File: src/include/jie_pkg.sv
/*
  constants, commands and states for the serial test-port programming block.
  assumes one 20 MHz clock and a slow test clock sampled as an ordinary input.
*/
// Operation
// - while secured, no memory read-out through any path.
// - while secured, only full-chip erase runs; program, erase, verify blocked.
// - finished full-chip erase leaves the part unsecured and blank.
// - every sector has a protect bit; protected sectors refuse erasure; full-chip erase still clears them.
// - test pins sit on port c bits 0,1,3,4,5,6 as mode, clock, status, error, in, out.
// - delivered state: every memory bit reads one.
// - delivered state: every configuration bit is zero.
// - enable register bit 0: zero disables port, one enables it.
// - with pins dedicated by nonvolatile bit, device reset leaves operations alone.
// - with port enabled only by register, device reset aborts and blocks operations.
// - test pins active when dedicate bit, enable bit or select term holds; status and error pins also need CMD_ENABLE.
// - device reset clears the enable bit; software may clear it too.
// - error pin low on failed erase or program until cleared.
// - status pin low while program or erase runs, high when readable.
package jie_pkg;
  // -------------------------------------------------------------
  // sizes and timing
  // -------------------------------------------------------------
  localparam int SECTORS = 12;
  localparam int FRAME_BITS = 16;
  localparam int CLK_NS = 50;
  localparam int OP_TIME_NS = 2000;
  localparam logic [7:0] OP_CYCLES = 8'((OP_TIME_NS + CLK_NS - 1) / CLK_NS);
  localparam logic [7:0] ENABLE_RESET = 8'h00;
  localparam logic [7:0] BLANK_BYTE = 8'hff;
  localparam int ENABLE_BIT = 0;
  // -------------------------------------------------------------
  // serial commands, frame = {command, address, data}
  // -------------------------------------------------------------
  typedef enum logic [3:0] {
    CMD_ENABLE = 4'h1, CMD_DISABLE = 4'h2, CMD_CLEAR = 4'h3, CMD_READ = 4'h4,
    CMD_PROGRAM = 4'h5, CMD_VERIFY = 4'h6, CMD_SECTOR_ERASE = 4'h7, CMD_CHIP_ERASE = 4'h8
  } jie_cmd_e;
  typedef enum logic [2:0] {
    S_IDLE = 3'b001, S_BUSY = 3'b010, S_HALT = 3'b100
  } jie_state_e;
endpackage : jie_pkg

File: src/rtl/jie_test_port.sv
/*
  serial test-port programming channel with security, sector protection and
  a small flash array. assumes pins arrive unsynchronised; nonvolatile bits and
  the select term come from logic on clk.
*/
`timescale 1ns/100ps
`default_nettype none
module jie_test_port
  import jie_pkg::*;
(
  input wire logic clk,
  input wire logic nrst,
  input wire logic dev_reset_n,
  input wire logic nvm_dedicate,
  input wire logic nvm_security,
  input wire logic [SECTORS-1:0] sector_protect,
  input wire logic test_pin_select_term,
  input wire logic mcu_wr,
  input wire logic [7:0] mcu_wdata,
  output logic [7:0] mcu_rdata,
  input wire logic port_c_bit_zero,
  input wire logic port_c_bit_one,
  input wire logic port_c_bit_five,
  output logic port_c_bit_six,
  output logic port_c_bit_six_oe,
  output logic port_c_bit_three,
  output logic port_c_bit_three_oe,
  output logic port_c_bit_four,
  output logic port_c_bit_four_oe
);
  // -------------------------------------------------------------
  // pin synchronisers
  // -------------------------------------------------------------
  logic [3:0] pin_s1, pin_s2;
  logic tck_q, tms_q;
  always_ff @(posedge clk or negedge nrst)
  begin
    if (!nrst)
    begin
      pin_s1 <= 4'h8;
      pin_s2 <= 4'h8;
      tck_q <= 1'b0;
      tms_q <= 1'b0;
    end
    else
    begin
      pin_s1 <= {dev_reset_n, port_c_bit_five, port_c_bit_one, port_c_bit_zero};
      pin_s2 <= pin_s1;
      tck_q <= pin_s2[1];
      tms_q <= pin_s2[0];
    end
  end
  wire logic tms_s = pin_s2[0];
  wire logic tdi_s = pin_s2[2];
  wire logic dev_rst_act = ~pin_s2[3];
  wire logic tck_rise = pin_s2[1] & ~tck_q;
  wire logic frame_end = tms_q & ~tms_s;

  // -------------------------------------------------------------
  // state
  // -------------------------------------------------------------
  jie_state_e state, next_state;
  logic [7:0] enable_reg, next_enable_reg;
  logic secure, next_secure, sec_loaded, next_sec_loaded;
  logic ext_on, next_ext_on, err, next_err;
  logic [FRAME_BITS-1:0] shift_in, next_shift_in;
  logic [7:0] shift_out, next_shift_out;
  logic [4:0] bit_cnt, next_bit_cnt;
  logic [7:0] busy_cnt, next_busy_cnt;
  jie_cmd_e op, next_op;
  logic [3:0] op_addr, next_op_addr;
  logic [7:0] op_data, next_op_data;
  logic [7:0] mem [SECTORS];
  logic [7:0] next_mem [SECTORS];
  logic port_on, rst_block, exec_go, bad_addr;
  jie_cmd_e cmd;
  logic [3:0] addr;
  logic [7:0] data, cur;

  always_comb
  begin
    port_on = nvm_dedicate | enable_reg[ENABLE_BIT] | test_pin_select_term;
    rst_block = dev_rst_act & ~nvm_dedicate;
    cmd = jie_cmd_e'(shift_in[15:12]);
    addr = shift_in[11:8];
    data = shift_in[7:0];
    bad_addr = (addr >= 4'(SECTORS));
    cur = bad_addr ? BLANK_BYTE : mem[addr];
    exec_go = port_on & ~rst_block & frame_end & (bit_cnt == 5'(FRAME_BITS)) & (state == S_IDLE);
    next_state = state;
    next_enable_reg = enable_reg;
    next_secure = secure;
    next_sec_loaded = 1'b1;
    next_ext_on = ext_on;
    next_err = err;
    next_shift_in = shift_in;
    next_shift_out = shift_out;
    next_bit_cnt = bit_cnt;
    next_busy_cnt = busy_cnt;
    next_op = op;
    next_op_addr = op_addr;
    next_op_data = op_data;
    next_mem = mem;
    if (!sec_loaded)
      next_secure = nvm_security;
    if (mcu_wr)
      next_enable_reg = {7'h00, mcu_wdata[ENABLE_BIT]};
    if (dev_rst_act)
      next_enable_reg = ENABLE_RESET;
    // error cleared by clear command, or by device reset once extensions are off
    if (exec_go && cmd == CMD_CLEAR)
      next_err = 1'b0;
    if (dev_rst_act && !ext_on)
      next_err = 1'b0;
    // serial frame capture
    if (!port_on || rst_block)
    begin
      next_bit_cnt = 5'h00;
      next_shift_in = '0;
    end
    else if (frame_end)
      next_bit_cnt = 5'h00;
    else if (tms_s && tck_rise)
    begin
      next_shift_in = {shift_in[FRAME_BITS-2:0], tdi_s};
      next_shift_out = {shift_out[6:0], 1'b0};
      if (bit_cnt != 5'(FRAME_BITS))
        next_bit_cnt = bit_cnt + 5'h01;
    end
    // command execution
    case (state)
      S_IDLE:
      begin
        if (rst_block)
          next_state = S_HALT;
        else if (exec_go)
        begin
          next_op = cmd;
          next_op_addr = addr;
          next_op_data = data;
          case (cmd)
            CMD_ENABLE: next_ext_on = 1'b1;
            CMD_DISABLE: next_ext_on = 1'b0;
            CMD_READ: next_shift_out = secure ? 8'h00 : cur;
            CMD_VERIFY:
              if (!secure && (bad_addr || cur != data))
                next_err = 1'b1;
            CMD_PROGRAM, CMD_SECTOR_ERASE, CMD_CHIP_ERASE:
              if (cmd == CMD_CHIP_ERASE || !secure)
              begin
                if (cmd == CMD_PROGRAM && (bad_addr || ((~cur & data) != 8'h00)))
                  next_err = 1'b1;
                else if (cmd == CMD_SECTOR_ERASE && (bad_addr || sector_protect[addr]))
                  next_err = 1'b1;
                else
                begin
                  next_state = S_BUSY;
                  next_busy_cnt = OP_CYCLES;
                end
              end
            default: next_op = op;
          endcase
        end
      end
      S_BUSY:
      begin
        if (rst_block)
          next_state = S_HALT;
        else if (busy_cnt > 8'h01)
          next_busy_cnt = busy_cnt - 8'h01;
        else
        begin
          next_state = S_IDLE;
          next_busy_cnt = 8'h00;
          if (op == CMD_PROGRAM)
            next_mem[op_addr] = mem[op_addr] & op_data;
          else if (op == CMD_SECTOR_ERASE)
            next_mem[op_addr] = BLANK_BYTE;
          else
          begin
            for (int i = 0; i < SECTORS; i++)
              next_mem[i] = BLANK_BYTE;
            next_secure = 1'b0;
          end
        end
      end
      S_HALT:
        if (!rst_block)
          next_state = S_IDLE;
      default: next_state = S_IDLE;
    endcase
  end

  always_ff @(posedge clk or negedge nrst)
  begin
    if (!nrst)
    begin
      state <= S_IDLE;
      enable_reg <= ENABLE_RESET;
      secure <= 1'b0;
      sec_loaded <= 1'b0;
      ext_on <= 1'b0;
      err <= 1'b0;
      shift_in <= '0;
      shift_out <= 8'h00;
      bit_cnt <= 5'h00;
      busy_cnt <= 8'h00;
      op <= CMD_ENABLE;
      op_addr <= 4'h0;
      op_data <= 8'h00;
      for (int i = 0; i < SECTORS; i++)
        mem[i] <= BLANK_BYTE;
    end
    else
    begin
      state <= next_state;
      enable_reg <= next_enable_reg;
      secure <= next_secure;
      sec_loaded <= next_sec_loaded;
      ext_on <= next_ext_on;
      err <= next_err;
      shift_in <= next_shift_in;
      shift_out <= next_shift_out;
      bit_cnt <= next_bit_cnt;
      busy_cnt <= next_busy_cnt;
      op <= next_op;
      op_addr <= next_op_addr;
      op_data <= next_op_data;
      mem <= next_mem;
    end
  end

  // -------------------------------------------------------------
  // registered pin and register outputs
  // -------------------------------------------------------------
  always_ff @(posedge clk or negedge nrst)
  begin
    if (!nrst)
    begin
      mcu_rdata <= 8'h00;
      port_c_bit_six <= 1'b0;
      port_c_bit_six_oe <= 1'b0;
      port_c_bit_three <= 1'b1;
      port_c_bit_three_oe <= 1'b0;
      port_c_bit_four <= 1'b1;
      port_c_bit_four_oe <= 1'b0;
    end
    else
    begin
      mcu_rdata <= enable_reg;
      port_c_bit_six <= shift_out[7];
      port_c_bit_six_oe <= port_on;
      port_c_bit_three <= (state != S_BUSY);
      port_c_bit_three_oe <= port_on & ext_on;
      port_c_bit_four <= ~err;
      port_c_bit_four_oe <= port_on & ext_on;
    end
  end
endmodule : jie_test_port
`default_nettype wire

File: config.mk
export PLATFORM = sky130hd
export DESIGN_NAME = jie_test_port
export DESIGN_NICKNAME = d
export VERILOG_FILES = /design/src/include/jie_pkg.sv /design/src/rtl/jie_test_port.sv
export SDC_FILE = /design/constraint.sdc
export NUM_CORES = 1
export LEC_CHECK = 0
export BUFFER_PORTS_ARGS = -buffer_cell sky130_fd_sc_hd__buf_2
export CORE_MARGIN = 2
export CORE_UTILIZATION = 59
export DETAILED_ROUTE_END_ITERATION = 8
export PLACE_DENSITY_LB_ADDON = 0.08
export SLEW_MARGIN = 0
export SYNTH_ARGS = -nofsm -noshare
export SYNTH_HDL_FRONTEND = slang
export SYNTH_SLANG_ARGS = --single-unit
File: constraint.sdc
create_clock -name clk -period 4.7 [get_ports clk]
set_input_delay 0.705 -clock clk [delete_from_list [all_inputs] [get_ports clk]]
set_output_delay 0.705 -clock clk [all_outputs]
set_load 0.03 [all_outputs]
==> Word-level counts from Yosys, hierarchy flattened <==
Cells that the tools add are included.
{ "op_classes": {"addsub": 2, "magnitude_cmp": 6, "n_eq_ne": 33, "n_mux": 67, "bitwise": 23, "n_reduce_logical": 31} }
{ "ops": {"columns": ["cell", "count"], "rows": [
  ["$mux W8", 24],
  ["$mux W96", 2],
  ["$bwmux W96", 1],
  ["$or A96 B96 Y96", 1],
  ["$bmux W8 S4", 2],
  ["$mux W16", 3],
  ["$demux W8 S4", 1],
  ["$mux W3", 9],
  ["$eq A4 B3 Y1 const B", 6],
  ["$mux W5", 4],
  ["$and A8 B8 Y8", 2],
  ["$mux W1", 16],
  ["$pmux W8 S2", 1],
  ["$ne A2 B2 Y1 const B", 7],
  ["$ne A3 B3 Y1 const B", 4],
  ["$ge A5 B5 Y1 const B", 2],
  ["$not A4 Y5", 2],
  ["$ne A3 B2 Y1 const B", 3],
  ["$pmux W3 S3", 1],
  ["$and A1 B1 Y1", 8],
  ["$eq A4 B2 Y1 const B", 2],
  ["$gt A8 B1 Y1 const B", 1],
  ["$ne A8 B8 Y1", 1],
  ["$not A8 Y8", 1],
  ["other kinds (30)", 58]
]} }
{ "totals": {"regBits": 187, "elab_cells": 197} }

==> Longest topological paths before layout <==
Gate-level depths: netlist (run 1).
{ "depth": {"word_depth": 17, "mapped_depth": 11} }

==> Least setup slack after synthesis (run 1) <==
No wires, ideal clock.
{ "synth_timing": {"kind": "register -> register", "startpoint": "register shift_in[8]", "endpoint": "register busy_cnt[3]", "setup_ns": 0.121, "arrival_time_ns": 2.750, "required_ns": 4.579, "path_slack_ns": 1.829, "path_stages_with_launch": 12, "path_buffers": 2, "synth_period_minus_slack_ns": 2.871, "path_cell_list": "dfrtp_1 > buf_6 > buf_4 > mux4_2 > mux2_2 > o22ai_1 > ha_1 > nor4_1 > a311o_1 > o211ai_2 > o31ai_4 > o22a_1"} }
{ "synth_between": {"elab_chain_len": 12, "elab_cells_between_ends": 18} }
{ "synth_rtl": {"columns": ["element", "line", "text"], "rows": [
  ["from (decl)", "jie_test_port.sv:66", "logic [FRAME_BITS-1:0] shift_in, next_shift_in;"],
  ["from (signal assigned)", "jie_test_port.sv:222", "shift_in <= next_shift_in;"],
  ["$not A4 Y5 (implied by the code)", "jie_test_port.sv:88", "cur = bad_addr ? BLANK_BYTE : mem[addr];"],
  ["$bmux W8 S4", "jie_test_port.sv:88", null],
  ["$mux W8 (implied by the code) (2 in series)", "jie_test_port.sv:88", null],
  ["$mux W8", "jie_test_port.sv:88", null],
  ["$not A8 Y8", "jie_test_port.sv:151", "if (cmd == CMD_PROGRAM && (bad_addr || ((~cur & data) != 8'h00)))"],
  ["$and A8 B8 Y8", "jie_test_port.sv:151", null],
  ["$reduce_bool A8 Y1", "jie_test_port.sv:151", null],
  ["$logic_or A1 B1 Y1", "jie_test_port.sv:151", null],
  ["$logic_and A1 B1 Y1", "jie_test_port.sv:151", null],
  ["$ne A2 B2 Y1 (no line)", null, null],
  ["$reduce_and A8 Y1 (no line) (*)", null, null],
  ["to (signal assigned)", "jie_test_port.sv:225", "busy_cnt <= next_busy_cnt;"],
  ["to (decl)", "jie_test_port.sv:69", "logic [7:0] busy_cnt, next_busy_cnt;"]
]} }
Every way passes the cells marked *; elsewhere a longest branch is shown, timed or not. The select of a mux whose other input is x is not followed.
A chain may end at the register's enable or synchronous reset.

==> Worst setup path in the final report (run 1) <==
Same ends and word-level chain as after synthesis.

==> reports/metrics.csv, run 1 <==
stage;metric;value;unit
clock_network;cts_resized;0;
cells_and_area;largest_reg_flops;96;
yosys;ys_ff_latch;173;
sta;tns;0;ps
yosys;ys.warnings.count;0;
worst_hold_path;hp-start;pin_s1[0]$_DFF_PN0_;
sta;period_needed;3470;ps
sta;max_slew_margin;26.2;%
worst_setup_path;path_class;reg -> reg;
yosys;seq_area_frac_synth;45.8;%
place;gp_congestion;0.864;
clock_network;cts.path.max_buffers;2;
global_route;grt_use_met1;43.5;%
clock_network;cts_setup_buffers;0;
sta;fin_crit_sh;73.9;%
worst_setup_path;path_cells;mux4_2 -> mux2_2 -> o22ai_1 -> ha_1 -> nor4_1 -> a311o_1 -> o211ai_2 -> o31ai_4 -> o22a_1;
cells_and_area;final_util;65.5;%
clock_network;cts_buffers;17;
clock_network;clk_pin_slew;70;ps
clock_network;cts_sinks;173;
sta;setup_viol;0;
global_route;grt-ovfl-total;0;
worst_setup_path;arrival;3790;ps
detailed_routing;first_pass_iters;5;
worst_setup_path;critical_path_buf_inv_count;0;
sta;tightestPinTransition;1100;ps
yosys;ys.flop_type;dfstp_2;
yosys;syn_area;9720;um2
worst_setup_path;cp_top_family;compound AO/OA/AOI/OAI gates;
cells_and_area;reg.largest.list;mem x96, shift_in x16;
sta;fmax;288;MHz
detailed_routing;vias;7268;
worst_setup_path;crit_required;5020;ps
worst_setup_path;slowest_stage;dfrtp_2;
yosys;netlist.area_leader.share;27.6;%
global_route;busiest_layer;met2;
worst_hold_path;hold_path.class;reg -> reg;
global_route;grt_max_degree;114;
power;p_per_area;285;nW/um2
sta;timing_hold_violations_final;0;
outcome;outcome;complete, no violations;
yosys;yosys.area.top_type;dfstp_2;
worst_setup_path;crit_fanout;23;
cells_and_area;drive_gt1_share;32.2;%
clock_network;ctsHoldBuffers;0;
flow_run;maxCapViolCount;0;
sta;clock_skew;11.3;ps
detailed_routing;routed_wl;24800;um
worst_setup_path;worstSetupEndpointType;flip-flop;
worst_setup_path;start_kind;flip-flop;
floorplan;rows;46;
global_route;grtUsageMet2;44.6;%
yosys;ys_top_cells_by_area;dfstp_2, dfrtp_1, mux4_2;
floorplan;ios;44;
floorplan;start_util;60.8;%
detailed_routing;drt_iter0_drc;610;
yosys;synth_edf_count;0;
global_route;grt_usage;29.7;%
global_route;grt_pass1_wl;40800;um
floorplan;die_h;132;um
yosys;synthDistinctLibCells;77;
place;dp_hpwl;17000;um
global_route;met3_usage;7.15;%
clock_network;insertion_delay;430;ps
power;p_leak;3.98;nW
worst_setup_path;cpPeakStageDelay;880;ps
cells_and_area;syn_to_final_growth;7.75;%
floorplan;core_area;16000;um2
yosys;syn_avg_cell_area;11.4;um2
cells_and_area;mostFrequentLayoutCells;nand2_1, dfstp_2, dfrtp_1, o2bb2ai_1, a21oi_1;
floorplan;die_x;132;um
clock_network;h-tree-depth;4;
cells_and_area;fill_cells;1290;
sta;maxSlewViolCount;0;
worst_setup_path;startpoint;shift_in[8]$_DFFE_PN0P_;
cells_and_area;fin_nets;895;
global_route;first_global_vias;7149;
detailed_routing;drc_errors;0;
detailed_routing;antenna_left;0;
cells_and_area;diodes;0;
cells_and_area;final_common_cell;nand2_1;
detailed_routing;via_per_inst;6.72;
power;ir_drop;0.238;mV
worst_setup_path;timing.rr.start;shift_in[8]$_DFFE_PN0P_;
global_route;grt_antenna_before_repair;0;
yosys;synth_cells;849;
clock_network;root_buffer;clkbuf_16;
floorplan;dieArea;17500;um2
cells_and_area;top_register;mem;
yosys;async_flop_share;100;%
place;portBuffers;29;
sta;rsz0062_at_grt;false;
clock_network;tritoncts;built;
detailed_routing;wl_per_cell;23.0;um
==> worst reg2reg max path, stage by stage (launching register included) <==
cell,delay (ps)
dfrtp_2,880
mux4_2,630
mux2_2,280
o22ai_1,310
ha_1,230
nor4_1,50
a311o_1,350
o211ai_2,240
o31ai_4,180
o22a_1,220
==> layout make-up <==
cell class	instances	area (um2)	share of cell area [%]
clock buffer	22	495	4.73
clock inverter	10	75.1	0.717
inverter	23	86.3	0.824
multi-input combinational	599	4860	46.4
sequential	173	4460	42.6
tap	216	270	2.58
timing repair buffer	39	226	2.16
==> through the flow <==
stage	power, mW	hold WS (ps)	setup slack (ps)	cells	cell area, um2
after floorplan	1.58	331	1830	855	9740
after global placement	1.63	333	1220	1050	9900
after detailed placement	1.63	338	1210	1050	9900
after CTS	3.00	356	1190	1082	10500
after global routing	3.07	361	1020	1082	10500
final	2.98	354	1230	1082	10500
==> worst paths after layout <==
path	cells past startpoint	slack, ps	endpoint
max	9	1230	busy_cnt[3]$_DFFE_PN0P_
min	0	350	pin_s2[0]$_DFF_PN0_
max reg2reg	9	1230	busy_cnt[3]$_DFFE_PN0P_
min reg2reg	0	350	pin_s2[0]$_DFF_PN0_
max in group asynchronous	2	3170	mem[48]$_DFFE_PN1P_
min in group asynchronous	1	380	bit_cnt[3]$_DFFE_PN0P_
==> cells by family (layout without fill, tap and decap cells) <==
kind of cell | after synthesis | after routing | share of synthesized area, %
buffers and inverters | 83 | 94 | 4.38
xor gates and xnor gates | 5 | 5 | 0.450
other | 2 | 8 | 0.0773
AOI/OAI and AO/OA | 236 | 236 | 20.2
and+or+nand+nor | 261 | 261 | 13.9
muxes | 77 | 77 | 13.7
adders and majority gates | 12 | 12 | 1.54
DFF | 173 | 173 | 45.8
==> routing by layer <==
| metal | wire [um] | part of all wire, % |
|---|---|---|
| met1 | 10900 | 44 |
| met2 | 11500 | 46 |
| met4 | 483 | 1.9 |
| met5 | 0 | 0 |
| met3 | 2020 | 8.1 |
==> power by group <==
part / internal (mW) / switching, mW / leakage [nW]
Sequential: 1.50 / 0.0121 / 1.99
Clock: 0.758 / 0.623 / 0.284
Combinational: 0.0207 / 0.0660 / 1.71
==> synthesized netlist by cell type, types with 13 or more instances <==
library cell    n
inv_1          22
dfrtp_1        71
clkbuf_1       20
a2bb2oi_1      27
nand2b_1       13
mux2_2         15
dfstp_2       102
nor2_1         18
o2bb2ai_1      50
nor3_1         22
mux2i_1        19
buf_2          16
a21oi_1        47
o21ai_0        21
nand2_1       143
mux4_2         43
buf_4          15
Power figures use the tool's default switching activity.
==> run 2, diff against run 1 <==
- CORE_UTILIZATION: 59 -> 56
- clock period: 4.7 -> 2.88 ns (I/O delays scaled with it)
==> reports/metrics.csv, run 2 (synthesized netlist as in run 1, its figures left out) <==
stage;metric;value;unit
detailed_routing;drc_errors;0;
detailed_routing;vias;7681;
floorplan;ios;44;
power;p_int;3.78;mW
cells_and_area;fill_cells;1259;
outcome;outcome;complete, but fails checks;
global_route;grt_max_degree;68;
sta;rsz0062_at_grt;true;
power;power_frac_clock;46.4;%
power;p_comb_share;3.1;%
sta;tightestPinTransition;839;ps
cells_and_area;final_area;11500;um2
cells_and_area;mostFrequentLayoutCells;nand2_1, dfstp_2, dfrtp_1, buf_4, o2bb2ai_1;
sta;setup_viol;11;
floorplan;dieArea;18400;um2
power;power_switching;1.13;mW
power;ir_drop;0.437;mV
detailed_routing;via_per_inst;6.59;
sta;timing_hold_violations_final;0;
cells_and_area;reg.largest.list;mem x96, shift_in x16;
cells_and_area;diodes;0;
worst_setup_path;startpoint;shift_in[8]$_DFFE_PN0P_;
worst_hold_path;hold_path.class;in -> async;
place;portBuffers;29;
place;gp_congestion;0.920;
detailed_routing;wl_per_cell;23.8;um
floorplan;die_x;136;um
clock_network;cts_buffers;17;
worst_setup_path;start_kind;flip-flop;
place;dpl.cell_count;1113;
global_route;grt_pass1_wl;43100;um
worst_setup_path;arrival;3340;ps
global_route;first_global_vias;7596;
floorplan;rows;48;
cells_and_area;top_register;mem;
clock_network;h-tree-depth;4;
flow_run;maxCapViolCount;0;
clock_network;insertion_delay;430;ps
place;place_area;10400;um2
outcome;violations;setup timing;
power;sw_frac_of_total;23.0;%
power;p_per_area;425;nW/um2
floorplan;start_util;56.8;%
worst_setup_path;r2r_end;busy_cnt[3]$_DFFE_PN0P_;
clock_network;clk_pin_slew;70;ps
worst_setup_path;worstSetupEndpointType;flip-flop;
detailed_routing;drt_iter0_drc;681;
sta;max_slew_margin;43.5;%
worst_setup_path;crit_required;3190;ps
worst_setup_path;reg2reg_depth;12;
worst_setup_path;path_class;reg -> reg;
cells_and_area;largest_reg_flops;96;
cells_and_area;drive_gt1_share;40.1;%
global_route;grt_antenna_before_repair;0;
clock_network;cts_sinks;173;
clock_network;ctsHoldBuffers;0;
clock_network;root_buffer;clkbuf_16;
sta;fmax;331;MHz
cells_and_area;fin_nets;969;
global_route;grt_usage;31.3;%
place;dp_hpwl;18400;um
sta;clock_skew;8.79;ps
place;dp_slack;-208;ps
cells_and_area;layoutNonFillerInstCount;1165;
detailed_routing;first_pass_iters;6;
detailed_routing;routed_wl;27700;um
detailed_routing;antenna_left;0;
clock_network;cts.path.max_buffers;2;
worst_setup_path;timing.rr.start;shift_in[8]$_DFFE_PN0P_;
power;p_seq_share;50.5;%
worst_setup_path;r2r_setup_slack;-140;ps
cells_and_area;final_common_cell;nand2_1;
worst_setup_path;crit_fanout;5;
cells_and_area;syn_to_final_growth;18.7;%
floorplan;core_area;17100;um2
cells_and_area;final_util;67.4;%
global_route;grt-ovfl-total;0;
sta;fin_crit_sh;105;%
power;p_leak;4.45;nW
floorplan;die_h;136;um
sta;maxSlewViolCount;0;
sta;period_needed;3020;ps
sta;worst_slack;-145;ps
clock_network;tritoncts;built;
power;finalPower;4.90;mW
run 2: power by group through the flow:
| stage | logic (mW) | registers (mW) | clock network, mW |
|---|---|---|---|
| 3_3_place_gp | 0.147 | 2.51 | 0 |
| 5_1_grt | 0.171 | 2.48 | 2.42 |
| 4_1_cts | 0.154 | 2.48 | 2.31 |
| 6_report | 0.154 | 2.48 | 2.27 |
| 3_5_place_dp | 0.151 | 2.51 | 0 |
| 2_1_floorplan | 0.0714 | 2.51 | 0 |
run 2: per-layer routing:
metal	routed length (um)	track usage (%)	vias up
li1	-	-	3338
met1	10800	39.6	3871
met2	13600	51.8	375
met3	1880	6.17	97
met4	1400	15.4	0
met5	0	0	-
run 2: worst max-delay path: stages, from the launching register on:
cell and delay (ps):
dfrtp_2 420, buf_12 140, buf_12 130, mux4_2 530
mux2_4 290, o22ai_2 120, buf_6 150, ha_4 130
nor4_2 40, a311o_1 400, o211ai_4 180, o31ai_4 140
o22a_1 220
run 2: how the worst max path moves through the flow:
stage	to	slack (ps)	depth (start not counted)
after global routing	busy_cnt[3]$_DFFE_PN0P_	-200	12
final	busy_cnt[3]$_DFFE_PN0P_	-140	12
after global placement	busy_cnt[3]$_DFFE_PN0P_	-130	11
after floorplan	busy_cnt[3]$_DFFE_PN0P_	9	11
after detailed placement	state[0]$_DFFE_PN1P_	-210	11
after CTS	busy_cnt[3]$_DFFE_PN0P_	-50	12
run 2: area by class of cell:
cell class	instances	area [um2]	share of cell area (%)
sequential	173	4460	38.7
inverter	23	86.3	0.748
tap	225	282	2.44
timing repair buffer	112	990	8.58
multi-input combinational	600	5150	44.6
clock inverter	14	143	1.24
clock buffer	18	429	3.72
run 2: timing repair:
item	CTS	global route
buffers inserted	13	5
pin swaps	12	8
endpoints found under the setup margin	11	11
gates cloned	3	0
gates resized for setup	36	25
run 2: through the flow:
stage               hold slack, ps  TNS, ps
floorplan                      136        0
global placement               333     -532
detailed placement             337    -1350
CTS                           3.34    -70.4
global route                  28.8    -1870
finish                        3.60    -1060
==> run 3, diff against run 2 <==
- TNS_END_PERCENT: unset -> 20
==> reports/metrics.csv, run 3 (synthesized netlist as in run 1, its figures left out) <==
stage;metric;value;unit
worst_setup_path;worstSetupEndpointType;flip-flop;
detailed_routing;drt_iter0_drc;689;
flow_run;maxCapViolCount;0;
worst_setup_path;cpPeakStageDelay;530;ps
sta;rsz0062_at_grt;true;
global_route;grt-ovfl-total;0;
cells_and_area;top_register;mem;
place;gp_congestion;0.920;
worst_setup_path;start_kind;flip-flop;
cells_and_area;syn_to_final_growth;18.5;%
detailed_routing;drc_errors;0;
cells_and_area;final_util;67.3;%
global_route;grt_pass1_wl;43100;um
detailed_routing;wl_per_cell;23.7;um
global_route;first_global_vias;7588;
clock_network;root_buffer;clkbuf_16;
cells_and_area;final_common_cell;nand2_1;
cells_and_area;diodes;0;
worst_setup_path;reg2reg_depth;12;
floorplan;rows;48;
floorplan;die_x;136;um
floorplan;dieArea;18400;um2
sta;max_slew_margin;43.6;%
clock_network;tritoncts;built;
clock_network;clk_pin_slew;70;ps
power;ir_drop;0.442;mV
clock_network;cts_buffers;17;
clock_network;insertion_delay;430;ps
outcome;outcome;complete, but fails checks;
floorplan;start_util;56.8;%
power;p_comb_share;3.1;%
worst_setup_path;timing.rr.start;shift_in[8]$_DFFE_PN0P_;
sta;worst_slack;-146;ps
sta;timing_hold_violations_final;0;
cells_and_area;reg.largest.list;mem x96, shift_in x16;
sta;fin_crit_sh;105;%
clock_network;cts.path.max_buffers;2;
power;p_leak;4.44;nW
sta;fmax;330;MHz
floorplan;die_h;136;um
place;portBuffers;29;
worst_setup_path;path_cells;buf_12 -> buf_12 -> mux4_2 -> mux2_4 -> o22ai_2 -> buf_6 -> ha_4 -> nor4_2 -> a311o_1 -> o211ai_4 -> o31ai_4 -> o22a_1;
cells_and_area;layoutNonFillerInstCount;1164;
worst_setup_path;slowest_stage;mux4_2;
place;dpl.cell_count;1113;
worst_setup_path;cp.depth;12;
worst_setup_path;crit_required;3190;ps
worst_hold_path;hold_path.class;in -> async;
power;p_per_area;426;nW/um2
clock_network;cts_sinks;173;
detailed_routing;via_per_inst;6.56;
outcome;violations;setup timing;
cells_and_area;largest_reg_flops;96;
worst_setup_path;crit_top_cell;buf_12;
worst_setup_path;arrival;3340;ps
sta;period_needed;3030;ps
worst_setup_path;cp_top_family;compound AO/OA/AOI/OAI gates;
power;sw_frac_of_total;23.0;%
worst_setup_path;crit_fanout;5;
cells_and_area;fin_nets;968;
sta;clock_skew;10.2;ps
worst_setup_path;critical_path_buf_inv_count;3;
worst_setup_path;startpoint;shift_in[8]$_DFFE_PN0P_;
global_route;grt_usage;31.3;%
detailed_routing;antenna_left;0;
worst_setup_path;path_class;reg -> reg;
cells_and_area;mostFrequentLayoutCells;nand2_1, dfstp_2, dfrtp_1, buf_4, o2bb2ai_1;
power;power_switching;1.13;mW
place;dp_hpwl;18400;um
sta;tns;-925;ps
floorplan;core_area;17100;um2
detailed_routing;vias;7638;
global_route;grt_antenna_before_repair;0;
global_route;grt_max_degree;68;
sta;setup_viol;11;
detailed_routing;first_pass_iters;5;
clock_network;h-tree-depth;4;
detailed_routing;routed_wl;27600;um
cells_and_area;drive_gt1_share;39.8;%
sta;tightestPinTransition;837;ps
power;p_int;3.78;mW
power;power_frac_clock;46.4;%
floorplan;ios;44;
power;p_seq_share;50.5;%
power;finalPower;4.91;mW
sta;maxSlewViolCount;0;
## run 3: changes by cell type in the layout (fill, tap and decap cells not counted), sizes merged
| cell | previous run | this run |
|---|---|---|
| buf | 112 | 111 |
## run 3: through the flow
stage	area [um2]	hold slack, ps	setup slack (ps)
2_1_floorplan	9740	136	8.88
3_3_place_gp	10400	333	-128
3_5_place_dp	10400	337	-208
4_1_cts	11400	3.34	-46.8
5_1_grt	11500	27.8	-200
6_report	11500	4.22	-146
## run 3: final cells by class
cell class              count  area, um2
inverters                  23       86.3
flip-flops and latches    173       4460
clock buffers              18        429
well taps                 225        282
repair buffers            111        982
clock inverters            14        143
multi-input cells         600       5140
fillers                  1260       5600
## run 3: final timing paths
path	slack, ps	end
worst min-delay path	4	bit_cnt[0]$_DFFE_PN0P_
min in group clk	100	pin_s1[3]$_DFF_PN1_
max in group asynchronous	2090	mem[92]$_DFFE_PN1P_
worst max register to register	-150	busy_cnt[3]$_DFFE_PN0P_
worst max-delay path	-150	busy_cnt[3]$_DFFE_PN0P_
worst min register to register	350	pin_s2[1]$_DFF_PN0_
## run 3: repair_timing
action / CTS / global route
setup endpoints to repair: 11 / 11
gates cloned: 3 / 0
pin swaps: 12 / 6
gates resized for setup: 36 / 23
hold buffers: 0 / 0
buffers inserted: 13 / 4
## run 3: layer usage
layer	vias up	GRT usage (%)	share of wire, %
met5	-	0	0
met4	0	15.4	5.1
met3	103	6.17	6.7
met2	359	51.8	49
met1	3842	39.6	39
li1	3334	-	-
## run 3: power groups by stage
stage | combinational (mW) | clock (mW) | sequential [mW]
detailed placement | 0.151 | 0 | 2.51
finish | 0.154 | 2.28 | 2.48
CTS | 0.154 | 2.31 | 2.48
global route | 0.171 | 2.42 | 2.48
floorplan | 0.0714 | 0 | 2.51
global placement | 0.147 | 0 | 2.51
